$ cat src/verilog/rpc_pkg.sv
// Shared constants for the receive per-channel indirect controller
package rpc_pkg;
  // Device register offsets on the byte port
  localparam logic [7:0] REG_CONFIG = 8'h50;
  localparam logic [7:0] REG_STATUS = 8'h51;
  localparam logic [7:0] REG_ADDR_CTRL = 8'h52;
  localparam logic [7:0] REG_DATA_BUF = 8'h53;
  // Field positions
  localparam int CFG_IND_BIT = 1;
  localparam int CFG_PER_CHANNEL_FUNC_ENABLE_BIT = 0;
  localparam int STAT_BUSY_BIT = 7;
  localparam int AC_DIR_BIT = 7;
  localparam int CTL_INVERT_BIT = 7;
  localparam int CTL_DCOND_BIT = 6;
  localparam int CTL_MW_BIT = 5;
  localparam int CTL_MSB_FLIP_BIT = 4;
  localparam int SIG_SUB_BIT = 7;
  // Writable bits of the table bytes
  localparam logic [7:0] CTL_MASK = 8'hF0;
  localparam logic [7:0] DCOND_MASK = 8'hFF;
  localparam logic [7:0] SIG_MASK = 8'h8F;
  // Reset values
  localparam logic [1:0] CFG_RESET = 2'h0;
  localparam logic [7:0] AC_RESET = 8'h00;
  localparam logic [7:0] DB_RESET = 8'h00;
  // Internal table layout
  localparam int NUM_CHAN = 24;
  localparam int TABLE_SIZE = 72;
  localparam logic [6:0] IDX_CTRL_FIRST = 7'h01;
  localparam logic [6:0] IDX_DCOND_FIRST = 7'h19;
  localparam logic [6:0] IDX_SCOND_FIRST = 7'h31;
  localparam logic [6:0] IDX_LAST = 7'h48;
  // Timing
  localparam int CLK_PERIOD_NS = 25;
  localparam int ACCESS_MAX_NS = 640;
  localparam int ACCESS_MAX_CYC = ACCESS_MAX_NS / CLK_PERIOD_NS;
  localparam int ACCESS_LAT_CYC = 4;
  // Host controller registers on Wishbone
  localparam logic [3:0] HC_REG_CMD = 4'h0;
  localparam logic [3:0] HC_REG_STAT = 4'h4;
  localparam int HC_CMD_DATA_LSB = 0;
  localparam int HC_CMD_IDX_LSB = 8;
  localparam int HC_CMD_KIND_LSB = 16;
  localparam int HC_STAT_BUSY_BIT = 0;
  localparam int HC_STAT_DONE_BIT = 1;
  localparam int HC_STAT_RD_LSB = 8;
  // Host command kinds
  typedef enum logic [1:0] {
    KIND_CFG = 2'b00,
    KIND_WR = 2'b01,
    KIND_RD = 2'b10
  } rpc_kind_type;
endpackage

$ cat src/verilog/rpc_if.sv
// Byte register port joining the host controller to the device
`timescale 1ns/1ps
interface rpc_if;
  logic req;
  logic we;
  logic [7:0] adr;
  logic [7:0] wdat;
  logic [7:0] rdat;
  logic ack;
  modport dev (input req, input we, input adr, input wdat, output rdat, output ack);
  modport host (output req, output we, output adr, output wdat, input rdat, input ack);
endinterface

$ cat src/verilog/rpc_dev.sv
// Device end: indirect table, access sequencer, stream conditioning and FIFO
// Operation
// Indirect select bit, cleared by reset
// Enable bit gates all per-channel functions
// Busy bit 7 high during access
// Host polls busy before next request
// Access finishes within 640 ns
// Address/control write starts one access
// Bit 7 one reads, zero writes
// Host loads data buffer before write
// Read byte lands in buffer within 640 ns
// Indices 01H-18H hold control bytes
// Indices 19H-30H hold data conditioning bytes
// Indices 31H-48H hold signalling conditioning bytes
// Two control bits select inversion kind
// Milliwatt beats substitution beats inversion
// Data substitution sends stored byte
// Signalling substitution puts stored nibble low
// Busy rises the cycle after acceptance
//
// Register access over Wishbone was chosen for this implementation.
`timescale 1ns/1ps

module rpc_fifo #(
  parameter int WIDTH = 8,
  parameter int DEPTH = 4
) (
  input wire logic i_clk,
  input wire logic i_resetn,
  input wire logic i_in_valid,
  output logic o_in_ready,
  input wire logic [WIDTH-1:0] i_in_data,
  output logic o_out_valid,
  input wire logic i_out_ready,
  output logic [WIDTH-1:0] o_out_data
);
  localparam int PW = $clog2(DEPTH);
  localparam int CW = $clog2(DEPTH + 1);
  logic [WIDTH-1:0] mem_r [DEPTH];
  logic [PW-1:0] wr_ptr_r;
  logic [PW-1:0] rd_ptr_r;
  logic [CW-1:0] count_r;
  logic [CW-1:0] count_nxt;
  logic ready_r;
  logic push;
  logic pop;

  assign push = i_in_valid && ready_r;
  assign pop = o_out_valid && i_out_ready;
  assign o_out_valid = (count_r != '0);
  assign o_out_data = mem_r[rd_ptr_r];
  assign o_in_ready = ready_r;

  // Occupancy after this cycle's push and pop
  always_comb begin
    count_nxt = count_r;
    if (push && !pop) begin
      count_nxt = count_r + 1'b1;
    end else if (pop && !push) begin
      count_nxt = count_r - 1'b1;
    end
  end

  // Pointers, count and registered ready
  always_ff @(posedge i_clk) begin
    if (!i_resetn) begin
      wr_ptr_r <= '0;
      rd_ptr_r <= '0;
      count_r <= '0;
      ready_r <= 1'b0;
    end else begin
      if (push) begin
        wr_ptr_r <= wr_ptr_r + 1'b1;
      end
      if (pop) begin
        rd_ptr_r <= rd_ptr_r + 1'b1;
      end
      count_r <= count_nxt;
      ready_r <= (count_nxt != CW'(DEPTH));
    end
  end

  // Storage
  always_ff @(posedge i_clk) begin
    if (push) begin
      mem_r[wr_ptr_r] <= i_in_data;
    end
  end
endmodule // rpc_fifo

module rpc_dev #(
  parameter int FIFO_DEPTH = 4,
  parameter logic [63:0] MW_PATTERN = 64'h0000000000000000
) (
  input wire logic i_clk,
  input wire logic i_resetn,
  rpc_if.dev bus,
  input wire logic i_in_valid,
  output logic o_in_ready,
  input wire logic [7:0] i_in_pcm,
  input wire logic [3:0] i_in_sig,
  input wire logic [4:0] i_in_chan,
  output logic o_out_valid,
  input wire logic i_out_ready,
  output logic [7:0] o_out_pcm,
  output logic [7:0] o_out_sig,
  output logic [4:0] o_out_chan
);
  localparam int FW = 17;
  logic ack_r;
  logic [7:0] rdat_r;
  logic ind_sel_r;
  logic pcc_en_r;
  logic busy_r;
  logic [4:0] cnt_r;
  logic [7:0] addr_ctrl_r;
  logic [7:0] data_buf_r;
  logic [7:0] tbl_r [rpc_pkg::TABLE_SIZE];
  logic wr_hit;
  logic start;
  logic finish;
  logic idx_ok;
  logic [6:0] idx;
  logic [7:0] wmask;
  logic f_valid;
  logic f_pop;
  logic [FW-1:0] f_data;
  logic [2:0] mw_phase_r;
  logic out_valid_r;
  logic [7:0] out_pcm_r;
  logic [7:0] out_sig_r;
  logic [4:0] out_chan_r;
  logic [7:0] pcm_nxt;
  logic [7:0] sig_nxt;
  logic [7:0] ctl;
  logic [7:0] dcond;
  logic [7:0] scond;
  logic [4:0] f_chan;

  assign wr_hit = bus.req && !ack_r && bus.we;
  assign idx = addr_ctrl_r[6:0];
  assign idx_ok = (bus.wdat[6:0] >= rpc_pkg::IDX_CTRL_FIRST) && (bus.wdat[6:0] <= rpc_pkg::IDX_LAST);
  // Valid index write starts access
  assign start = wr_hit && (bus.adr == rpc_pkg::REG_ADDR_CTRL) && !busy_r && ind_sel_r && idx_ok;
  // Fixed latency well inside limit
  assign finish = busy_r && (cnt_r == 5'(rpc_pkg::ACCESS_LAT_CYC - 1));
  assign bus.ack = ack_r;
  assign bus.rdat = rdat_r;

  // Register port: one-cycle acknowledge with registered read data
  always_ff @(posedge i_clk) begin
    if (!i_resetn) begin
      ack_r <= 1'b0;
      rdat_r <= 8'h00;
    end else begin
      ack_r <= bus.req && !ack_r;
      rdat_r <= 8'h00;
      if (bus.req && !ack_r && !bus.we) begin
        if (bus.adr == rpc_pkg::REG_CONFIG) begin
          rdat_r <= {6'h00, ind_sel_r, pcc_en_r};
        end else if (bus.adr == rpc_pkg::REG_STATUS) begin
          rdat_r <= {busy_r, 7'h00};
        end else if (bus.adr == rpc_pkg::REG_ADDR_CTRL) begin
          rdat_r <= addr_ctrl_r;
        end else if (bus.adr == rpc_pkg::REG_DATA_BUF) begin
          rdat_r <= data_buf_r;
        end
      end
    end
  end

  // Configuration bits
  always_ff @(posedge i_clk) begin
    if (!i_resetn) begin
      // Reset disables indirect mode
      {ind_sel_r, pcc_en_r} <= rpc_pkg::CFG_RESET;
    end else if (wr_hit && (bus.adr == rpc_pkg::REG_CONFIG)) begin
      ind_sel_r <= bus.wdat[rpc_pkg::CFG_IND_BIT];
      pcc_en_r <= bus.wdat[rpc_pkg::CFG_PER_CHANNEL_FUNC_ENABLE_BIT];
    end
  end

  // Address/control register and access sequencer
  always_ff @(posedge i_clk) begin
    if (!i_resetn) begin
      addr_ctrl_r <= rpc_pkg::AC_RESET;
      busy_r <= 1'b0;
      cnt_r <= 5'h00;
    end else begin
      if (wr_hit && (bus.adr == rpc_pkg::REG_ADDR_CTRL) && !busy_r) begin
        addr_ctrl_r <= bus.wdat;
      end
      if (start) begin
        // Busy visible next cycle
        busy_r <= 1'b1;
        cnt_r <= 5'h00;
      end else if (finish) begin
        // Busy drops once done
        busy_r <= 1'b0;
      end else if (busy_r) begin
        cnt_r <= cnt_r + 5'h01;
      end
    end
  end

  // Data buffer: host writes when idle, indirect reads fill it
  always_ff @(posedge i_clk) begin
    if (!i_resetn) begin
      data_buf_r <= rpc_pkg::DB_RESET;
    end else if (finish && addr_ctrl_r[rpc_pkg::AC_DIR_BIT]) begin
      // Read result into buffer
      data_buf_r <= tbl_r[idx - 7'd1];
    end else if (wr_hit && (bus.adr == rpc_pkg::REG_DATA_BUF) && !busy_r) begin
      // Buffer loaded ahead of write
      data_buf_r <= bus.wdat;
    end
  end

  // Writable bits by table region
  always_comb begin
    if (idx < rpc_pkg::IDX_DCOND_FIRST) begin
      wmask = rpc_pkg::CTL_MASK;
    end else if (idx < rpc_pkg::IDX_SCOND_FIRST) begin
      wmask = rpc_pkg::DCOND_MASK;
    end else begin
      wmask = rpc_pkg::SIG_MASK;
    end
  end

  // Internal table, cleared by reset
  always_ff @(posedge i_clk) begin
    if (!i_resetn) begin
      for (int i = 0; i < rpc_pkg::TABLE_SIZE; i++) begin
        tbl_r[i] <= 8'h00;
      end
    end else if (finish && !addr_ctrl_r[rpc_pkg::AC_DIR_BIT]) begin
      // Direction zero writes entry
      tbl_r[idx - 7'd1] <= data_buf_r & wmask;
    end
  end

  rpc_fifo #(
    .WIDTH(FW),
    .DEPTH(FIFO_DEPTH)
  ) u_fifo (
    .i_clk(i_clk),
    .i_resetn(i_resetn),
    .i_in_valid(i_in_valid),
    .o_in_ready(o_in_ready),
    .i_in_data({i_in_chan, i_in_sig, i_in_pcm}),
    .o_out_valid(f_valid),
    .i_out_ready(f_pop),
    .o_out_data(f_data)
  );

  assign f_chan = f_data[16:12];
  assign f_pop = f_valid && (!out_valid_r || i_out_ready);

  // Per-channel lookup and conditioning of the byte at the FIFO head
  always_comb begin
    ctl = 8'h00;
    dcond = 8'h00;
    scond = 8'h00;
    pcm_nxt = f_data[7:0];
    sig_nxt = {4'h0, f_data[11:8]};
    if (int'(f_chan) < rpc_pkg::NUM_CHAN) begin
      // Control bytes first
      ctl = tbl_r[int'(f_chan)];
      // Data conditioning bytes next
      dcond = tbl_r[int'(f_chan) + rpc_pkg::NUM_CHAN];
      // Signalling bytes last
      scond = tbl_r[int'(f_chan) + 2 * rpc_pkg::NUM_CHAN];
    end
    // Functions only when enabled
    if (pcc_en_r) begin
      // Milliwatt, then substitution, then inversion
      if (ctl[rpc_pkg::CTL_MW_BIT]) begin
        pcm_nxt = MW_PATTERN[63 - 8 * int'(mw_phase_r) -: 8];
      end else if (ctl[rpc_pkg::CTL_DCOND_BIT]) begin
        // Stored byte sent in place of the input byte
        pcm_nxt = dcond;
      end else begin
        // Invert all, msb only, or magnitude
        case ({ctl[rpc_pkg::CTL_INVERT_BIT], ctl[rpc_pkg::CTL_MSB_FLIP_BIT]})
          2'b10: pcm_nxt = ~f_data[7:0];
          2'b01: pcm_nxt = f_data[7:0] ^ 8'h80;
          2'b11: pcm_nxt = f_data[7:0] ^ 8'h7F;
          default: pcm_nxt = f_data[7:0];
        endcase
      end
      // Stored nibble replaces signalling
      if (scond[rpc_pkg::SIG_SUB_BIT]) begin
        sig_nxt = {4'h0, scond[3:0]};
      end
    end
  end

  // Output stage and milliwatt phase, advanced after the last channel
  always_ff @(posedge i_clk) begin
    if (!i_resetn) begin
      out_valid_r <= 1'b0;
      out_pcm_r <= 8'h00;
      out_sig_r <= 8'h00;
      out_chan_r <= 5'h00;
      mw_phase_r <= 3'h0;
    end else begin
      if (f_pop) begin
        out_valid_r <= 1'b1;
        out_pcm_r <= pcm_nxt;
        out_sig_r <= sig_nxt;
        out_chan_r <= f_chan;
        if (int'(f_chan) == rpc_pkg::NUM_CHAN - 1) begin
          mw_phase_r <= mw_phase_r + 3'h1;
        end
      end else if (i_out_ready) begin
        out_valid_r <= 1'b0;
      end
    end
  end

  assign o_out_valid = out_valid_r;
  assign o_out_pcm = out_pcm_r;
  assign o_out_sig = out_sig_r;
  assign o_out_chan = out_chan_r;
endmodule // rpc_dev

$ cat src/flat_wrapper.sv
// flat-port wrapper written by rule: the top's interface ports become plain ports
module rpc_dev_flat 
#(
  parameter int FIFO_DEPTH = 4,
  parameter logic [63:0] MW_PATTERN = 64'h0000000000000000
)
  (i_clk, i_resetn, i_in_valid, o_in_ready, i_in_pcm, i_in_sig, i_in_chan, o_out_valid, i_out_ready, o_out_pcm, o_out_sig, o_out_chan, bus_req, bus_we, bus_adr, bus_wdat, bus_rdat, bus_ack);
  rpc_if bus_i ();
  input wire logic i_clk;
  input wire logic i_resetn;
  input wire logic i_in_valid;
  output logic o_in_ready;
  input wire logic [7:0] i_in_pcm;
  input wire logic [3:0] i_in_sig;
  input wire logic [4:0] i_in_chan;
  output logic o_out_valid;
  input wire logic i_out_ready;
  output logic [7:0] o_out_pcm;
  output logic [7:0] o_out_sig;
  output logic [4:0] o_out_chan;
  input wire logic [$bits(bus_i.req)-1:0] bus_req;
  input wire logic [$bits(bus_i.we)-1:0] bus_we;
  input wire logic [$bits(bus_i.adr)-1:0] bus_adr;
  input wire logic [$bits(bus_i.wdat)-1:0] bus_wdat;
  output wire logic [$bits(bus_i.rdat)-1:0] bus_rdat;
  output wire logic [$bits(bus_i.ack)-1:0] bus_ack;
  assign bus_i.req = bus_req;
  assign bus_i.we = bus_we;
  assign bus_i.adr = bus_adr;
  assign bus_i.wdat = bus_wdat;
  assign bus_rdat = bus_i.rdat;
  assign bus_ack = bus_i.ack;
  rpc_dev #(.FIFO_DEPTH(FIFO_DEPTH), .MW_PATTERN(MW_PATTERN)) u_core (.i_clk(i_clk), .i_resetn(i_resetn), .bus(bus_i), .i_in_valid(i_in_valid), .o_in_ready(o_in_ready), .i_in_pcm(i_in_pcm), .i_in_sig(i_in_sig), .i_in_chan(i_in_chan), .o_out_valid(o_out_valid), .i_out_ready(i_out_ready), .o_out_pcm(o_out_pcm), .o_out_sig(o_out_sig), .o_out_chan(o_out_chan));
endmodule
$ cat config.mk
export PLATFORM = sky130hd
export DESIGN_NAME = rpc_dev_flat
export DESIGN_NICKNAME = d
export VERILOG_FILES = /design/src/verilog/rpc_pkg.sv /design/src/verilog/rpc_if.sv /design/src/verilog/rpc_dev.sv /design/src/flat_wrapper.sv
export SDC_FILE = /design/constraint.sdc
export NUM_CORES = 2
export LEC_CHECK = 0
export ABC_AREA = 1
export BUFFER_PORTS_ARGS = -buffer_cell sky130_fd_sc_hd__buf_2
export CAP_MARGIN = 15
export CORE_MARGIN = 3
export CORE_UTILIZATION = 57
export DETAILED_ROUTE_END_ITERATION = 10
export PLACE_DENSITY = 0.76
export SYNTH_ARGS = -nofsm -noshare
export SYNTH_HDL_FRONTEND = slang
export SYNTH_HIERARCHICAL = 1
export SYNTH_SLANG_ARGS = --single-unit
$ cat constraint.sdc
create_clock -name i_clk -period 3 [get_ports i_clk]
set_input_delay 0.15 -clock i_clk [delete_from_list [all_inputs] [get_ports i_clk]]
set_output_delay 0.15 -clock i_clk [all_outputs]
set_load 0.03 [all_outputs]
# Word level (Yosys, flattened, before mapping)
# Memory sizes are Yosys's and may differ from the RTL's. A register that Yosys moved wholly into a read port is not among the register bits.
# Index checks and enable logic that the tools add are counted.
totals:
  regBits: 66
  mem_bits_rw: 644
  output_inout_bits: 32
  wordCells: 126
  mem_count: 2
memory_table:
  columns: ["memory", "depth", "word_bits", "read_ports", "rd_ports_with_merged_regs", "wr", "line", "text"]
  rows:
  - ["u_core.tbl_r", 72, 8, 4, 0, 72, "rpc_dev.sv:118", "logic [7:0] tbl_r [rpc_pkg::TABLE_SIZE];"]
  - ["u_core.u_fifo.mem_r", 4, 17, 1, 1, 1, "rpc_dev.sv:39", "logic [WIDTH-1:0] mem_r [DEPTH];"]
classes:
  addsub: 10
  n_lt_le_gt_ge: 5
  eq_ne: 10
  shift: 1
  muxes: 34
  bitwise: 7
  n_reduce_logical: 38
op_table:
  columns: ["op", "n"]
  rows:
  - ["8-bit 2-to-1 mux", 14]
  - ["71-bit by 32-bit indexed part select with 8-bit output (first input constant)", 1]
  - ["8-bit by 7-bit equality test with 1-bit output (second input constant)", 4]
  - ["8-bit case mux with 3 select lines", 1]
  - ["1-bit logical AND", 19]
  - ["7-bit 2-to-1 mux", 2]
  - ["1-bit 2-to-1 mux", 11]
  - ["8-bit bitwise AND", 1]
  - ["8-bit inverter", 1]
  - ["8-bit OR reduction", 1]
  - ["5-bit by 6-bit adder with 7-bit output (second input constant)", 1]
  - ["7-bit by 1-bit greater-or-equal comparator with 1-bit output (second input constant)", 1]
  - ["7-bit <= comparator (second input constant)", 1]
  - ["1-bit logical NOT", 7]
  - ["7-bit by 5-bit less-than comparator with 1-bit output (second input constant)", 1]
  - ["7-bit by 6-bit less-than comparator with 1-bit output (second input constant)", 1]
  - ["7-bit inverter", 1]
  - ["6-bit by 6-bit subtractor with 7-bit output (first input constant)", 1]
  - ["7-bit by 1-bit subtractor with 7-bit output (second input constant)", 1]
  - ["3-bit by 1-bit adder with 3-bit output (second input constant)", 2]
  - ["5-bit by 5-bit adder with 6-bit output (second input constant)", 1]
  - ["2-bit 2-to-1 mux", 3]
  - ["3-bit 2-to-1 mux", 2]
  - ["2-bit AND reduction", 3]
  - ["17 further kinds", 24]

# Depth between registers and ports, before layout
depth:
  ltp_word: 8
  mapped_depth: 23
  mapped_depth_nobuf: 17

# Cells and area by module
# The synthesis kept the hierarchy.
by_module_without_submodules:
  columns: ["mod", "instances", "cells_per_inst", "area_per_inst_um2", "seq_area_each_um2"]
  rows:
  - ["rpc_dev", 1, 5922, 52610.5, 31770.5]
  - ["rpc_fifo", 1, 236, 3070.4, 2242.2]

# Least setup slack after synthesis
# OpenSTA, ideal clock, no wires.
synth_timing:
  kind: "register -> register"
  startpoint: "register u_core.addr_ctrl_r[0]"
  endpoint: "memory u_core.tbl_r[84][0] (enable)"
  arrival_time_ps: 2980
  required_time_ps: 2630
  path_slack_ps: -350
  stages_incl_launch_ff: 17
  cell_sequence: "dfxtp_1 > buf_2 > inv_2 > buf_2 > buf_2 > buf_2 > buf_2 > ha_1 > inv_1 > nand2_1 > nand2_1 > nand2_1 > buf_4 > buf_2 > nor2_2 > inv_1 > nor2_1"
synth_lines:
  columns: ["item", "line", "text"]
  rows:
  - ["start, declared", "rpc_dev.sv:116", "logic [7:0] addr_ctrl_r;"]
  - ["start signal, assigned", "rpc_dev.sv:186", "addr_ctrl_r <= rpc_pkg::AC_RESET;"]
  - ["start signal, assigned", "rpc_dev.sv:191", "addr_ctrl_r <= bus.wdat;"]
  - ["end, declared", "rpc_dev.sv:118", null]

# Worst setup path in the final report
layout_timing:
  startpoint: "register u_core.addr_ctrl_r[0]"
  endpoint: "register u_core.data_buf_r[7]"
layout_via:
  elab_chain_cells: 3
layout_rtl:
  columns: ["item", "line", "text"]
  rows:
  - ["7-bit by 1-bit subtractor with 7-bit output", "rpc_dev.sv:212", "data_buf_r <= tbl_r[idx - 7'd1];"]
  - ["memory read 72 x 8 bit", null, null]
  - ["8-bit 2-to-1 mux", "rpc_dev.sv:210", "end else if (finish && addr_ctrl_r[rpc_pkg::AC_DIR_BIT]) begin"]
  - ["end signal, assigned", "rpc_dev.sv:209", "data_buf_r <= rpc_pkg::DB_RESET;"]
  - ["end signal, assigned", "rpc_dev.sv:212", null]
  - ["end signal, assigned", "rpc_dev.sv:215", "data_buf_r <= bus.wdat;"]
  - ["end, declared", "rpc_dev.sv:117", "logic [7:0] data_buf_r;"]
# Every way passes these cells.
# A chain may end at the register's enable or synchronous reset.

==> results_dict.tcl <==
set metrics [dict create \
    grt_pass1_vias 44600 \
    p_comb_frac 0.286 \
    rsz0062_at_grt "yes" \
    critPathKind "flop to flop" \
    crit_arrival_ns 3.58 \
    fmax_ghz 0.335 \
    tightest_slew_ns 0.961 \
    rows 114 \
    cap_violations 0 \
    drc 0 \
    period_needed_ns 2.98 \
    routedWlPerCell_um 23.5 \
    wl_mm 186 \
    fin_nets 6571 \
    switching_power_uw 15800 \
    skew_ns 0.0261 \
    ys_types 50 \
    dp_cells 7628 \
    grt_max_degree 118 \
    hold_ws_ns 0.135 \
    track_usage 0.354 \
    clockRootBuffer "clkbuf_16" \
    seq_area_frac_synth 0.611 \
    synthFlopType "edfxtp_1" \
    avgSynthCellArea_um2 9.04 \
    final-setup-viol-count 0 \
    drt_iter0_drc 7879 \
    synth_area_mm2 0.0557 \
    p_seq_frac 0.393 \
    cts_max_level 3 \
    final_util 0.673 \
    dieArea_mm2 0.101 \
    grt_pass1_wl_mm 272 \
    routabilityCongestion 0.991 \
    startpoint "u_core/addr_ctrl_r[0]" \
    synth_area_leaders "edfxtp_1 (59%), nand2_1 (15%), nor2_1 (5.5%)" \
    hold_viol 0 \
    synth-seq-cells 1153 \
    cp-end-kind "flop" \
    vias_per_cell 6.03 \
    die_y_um 319 \
    pwr_density_cell_mw_per_mm2 722 \
    io_pins 71 \
    die_w_um 319 \
    switching_share 0.336 \
    start_kind "flop" \
    drive_above_1_share 0.130 \
    dp_hpwl_mm 123 \
    synth_top_area_cell "edfxtp_1" \
    synth_commonest_cells "nand2_1 (2221), edfxtp_1 (1092), nor2_1 (823)" \
    min_from "bus_adr[7]" \
    r2r_start "u_core/addr_ctrl_r[0]" \
    cts_tree "done" \
    clock_path_buffers 3 \
    p_leak_uw 0.0252 \
    antenna_found_initial 4 \
    port_buffers 66 \
    area_growth_pct 16.9 \
    dr.pass1.iters 8 \
    ir_drop_v 0.000603 \
    worstSkewPairLatency_ns 0.72 \
    p_int_uw 31200 \
    start_util 0.576 \
    pwr-share-clk 0.320 \
    async_reset_ff_frac 0 \
    synth.most_common_cell "nand2_1" \
    final-instance-count-excl-fill 7898 \
    vias 47700 \
    drv_slew 0 \
    relSlewSlack 0.359 \
    crit_required_ns 3.60 \
    clkSinkCount 1153 \
    numCtsBuffers 115 \
    yosysWarningCount 6 \
    ant_nets 0 \
    synth_edf_count 1092 \
    crit_fanout 21 \
    period_share 0.994 \
    grt_overflow 0 \
    coreArea_mm2 0.0967 \
    synth_top_area_frac 0.589 \
    synth_cells 6158 \
    hp-class "primary input to flop" \
    clk_pin_slew_worst_paths_ns 0.07 \
    status "completed" \
    fin_tns_setup_ns 0 \
]
[routing by layer]
metal | vias to the layer above | GRT usage | wire [µm]
li1 | 21300 | - | -
met1 | 22400 | 0.492 | 70800
met2 | 3440 | 0.529 | 81000
met3 | 523 | 0.0967 | 26200
met4 | 2 | 0.147 | 8040
met5 | - | 0 | 11
[cell type report]
type                            count  area [µm²]
Antenna cell                        2        5.00
Clock buffer                      144        3070
Clock inverter                     72         872
Fill cell                        7397       31600
Inverter                          263        1010
Multi-Input combinational cell   4490       19900
Sequential cell                  1153       34000
Tap cell                         1276        1600
Timing Repair Buffer              498        4580
[sequential cells by signal, summed over array words and instances (netlist names), named ones only]
name                      count
u_core/busy_r                 1
u_core/data_buf_r             8
u_core/u_fifo/wr_ptr_r        2
u_core/o_out_sig              4
u_core/pcc_en_r               1
u_core/addr_ctrl_r            8
u_core/bus.rdat               8
u_core/o_out_chan             5
u_core/u_fifo/rd_ptr_r        2
u_core/u_fifo/mem_r          68
u_core/o_out_valid            1
u_core/o_out_pcm              8
u_core/bus.ack                1
u_core/cnt_r                  5
u_core/u_fifo/o_in_ready      1
u_core/u_fifo/count_r         3
u_core/tbl_r               1024
u_core/ind_sel_r              1
[logic make-up (layout without fill, tap and decap cells)]
family                     Yosys count  in the layout  share of synthesized area
AOI/OAI and AO/OA                  826            826                     0.0816
xor gates and xnor gates             4              4                   0.000764
adders and majority gates           11             11                    0.00247
buffers and inverters              644            977                     0.0496
DFF                               1153           1153                      0.611
muxes                               14             14                    0.00252
other                                1            132                  0.0000673
and+or+nand+nor                   3505           3505                      0.252
[stage by stage]
| stage | setup WS [ns] | instance area [µm²] | total power (µW) |
|---|---|---|---|
| floorplan | -0.0327 | 56400 | 26200 |
| global placement | -0.0107 | 60300 | 31200 |
| detailed placement | -0.0264 | 60300 | 31300 |
| CTS | 0.00718 | 64700 | 46300 |
| global route | -0.120 | 65100 | 48600 |
| finish | 0.0192 | 65100 | 47000 |
[path summary, 6_finish.rpt]
path,to,slack [ns],cells past startpoint
hold / removal,u_core/bus.rdat[0],0.14,8
setup reg to reg,u_core/data_buf_r[7],0.02,17
setup / recovery,u_core/data_buf_r[7],0.02,17
hold reg to reg,u_core/u_fifo/rd_ptr_r[0],0.48,1
[worst max-delay path, stage by stage (launching register included)]
cell and delay, ns:
dfxtp_4 0.39, inv_8 0.05, ha_2 0.21, inv_1 0.08
nand2_1 0.09, nand2_4 0.15, nor2_4 0.08, buf_12 0.19
buf_4 0.16, buf_4 0.16, nand2_1 0.06, nand4_1 0.25
nand2_1 0.21, nand2_1 0.09, o21ai_0 0.18, nand3_1 0.18
nor2_1 0.24, nor2_1 0.06
[what timing repair did]
| action | in CTS | in global routing |
|---|---|---|
| hold buffers | 39 | 0 |
| gates resized for setup | 2 | 70 |
| pin swaps | 1 | 10 |
| hold endpoints to repair | 103 | 0 |
| setup buffers | 1 | 8 |
| endpoints found under the setup margin | 3 | 318 |
| cloned | 0 | 4 |
[cells in the final DEF (no fill, tap or decap), types with 6 or more instances in the layout]
cell              n
o21ai_0         352
nor2_1          755
o211ai_1         38
buf_4           320
inv_1           230
and2_0            7
nand2_1        2189
nor4_1            6
o221ai_1         25
o21ai_1          14
o22ai_1          25
nor2_4           30
clkbuf_16       121
nand2_2          71
inv_2            18
a22oi_1           9
o31ai_1          42
bufinv_16        17
or2_2             7
clkinv_1         28
buf_12           64
buf_2            65
a31oi_1           6
ha_1             10
nand4_1          92
nand3_2           6
clkinv_2         20
conb_1          130
dlygate4sd3_1    39
mux2i_1          14
a21oi_1         292
edfxtp_1       1092
nor2_2           58
clkbuf_1         23
dfxtp_1          56
nand3_1         264
[power by group through the flow]
stage | sequential (µW) | clock, µW | combinational, µW
final | 18500 | 15100 | 13400
after global routing | 18500 | 15800 | 14300
after CTS | 18500 | 15200 | 12700
after detailed placement | 18800 | 0 | 12500
after global placement | 18800 | 0 | 12500
after floorplan | 18800 | 0 | 7430
(Power assumes the default switching activity.)
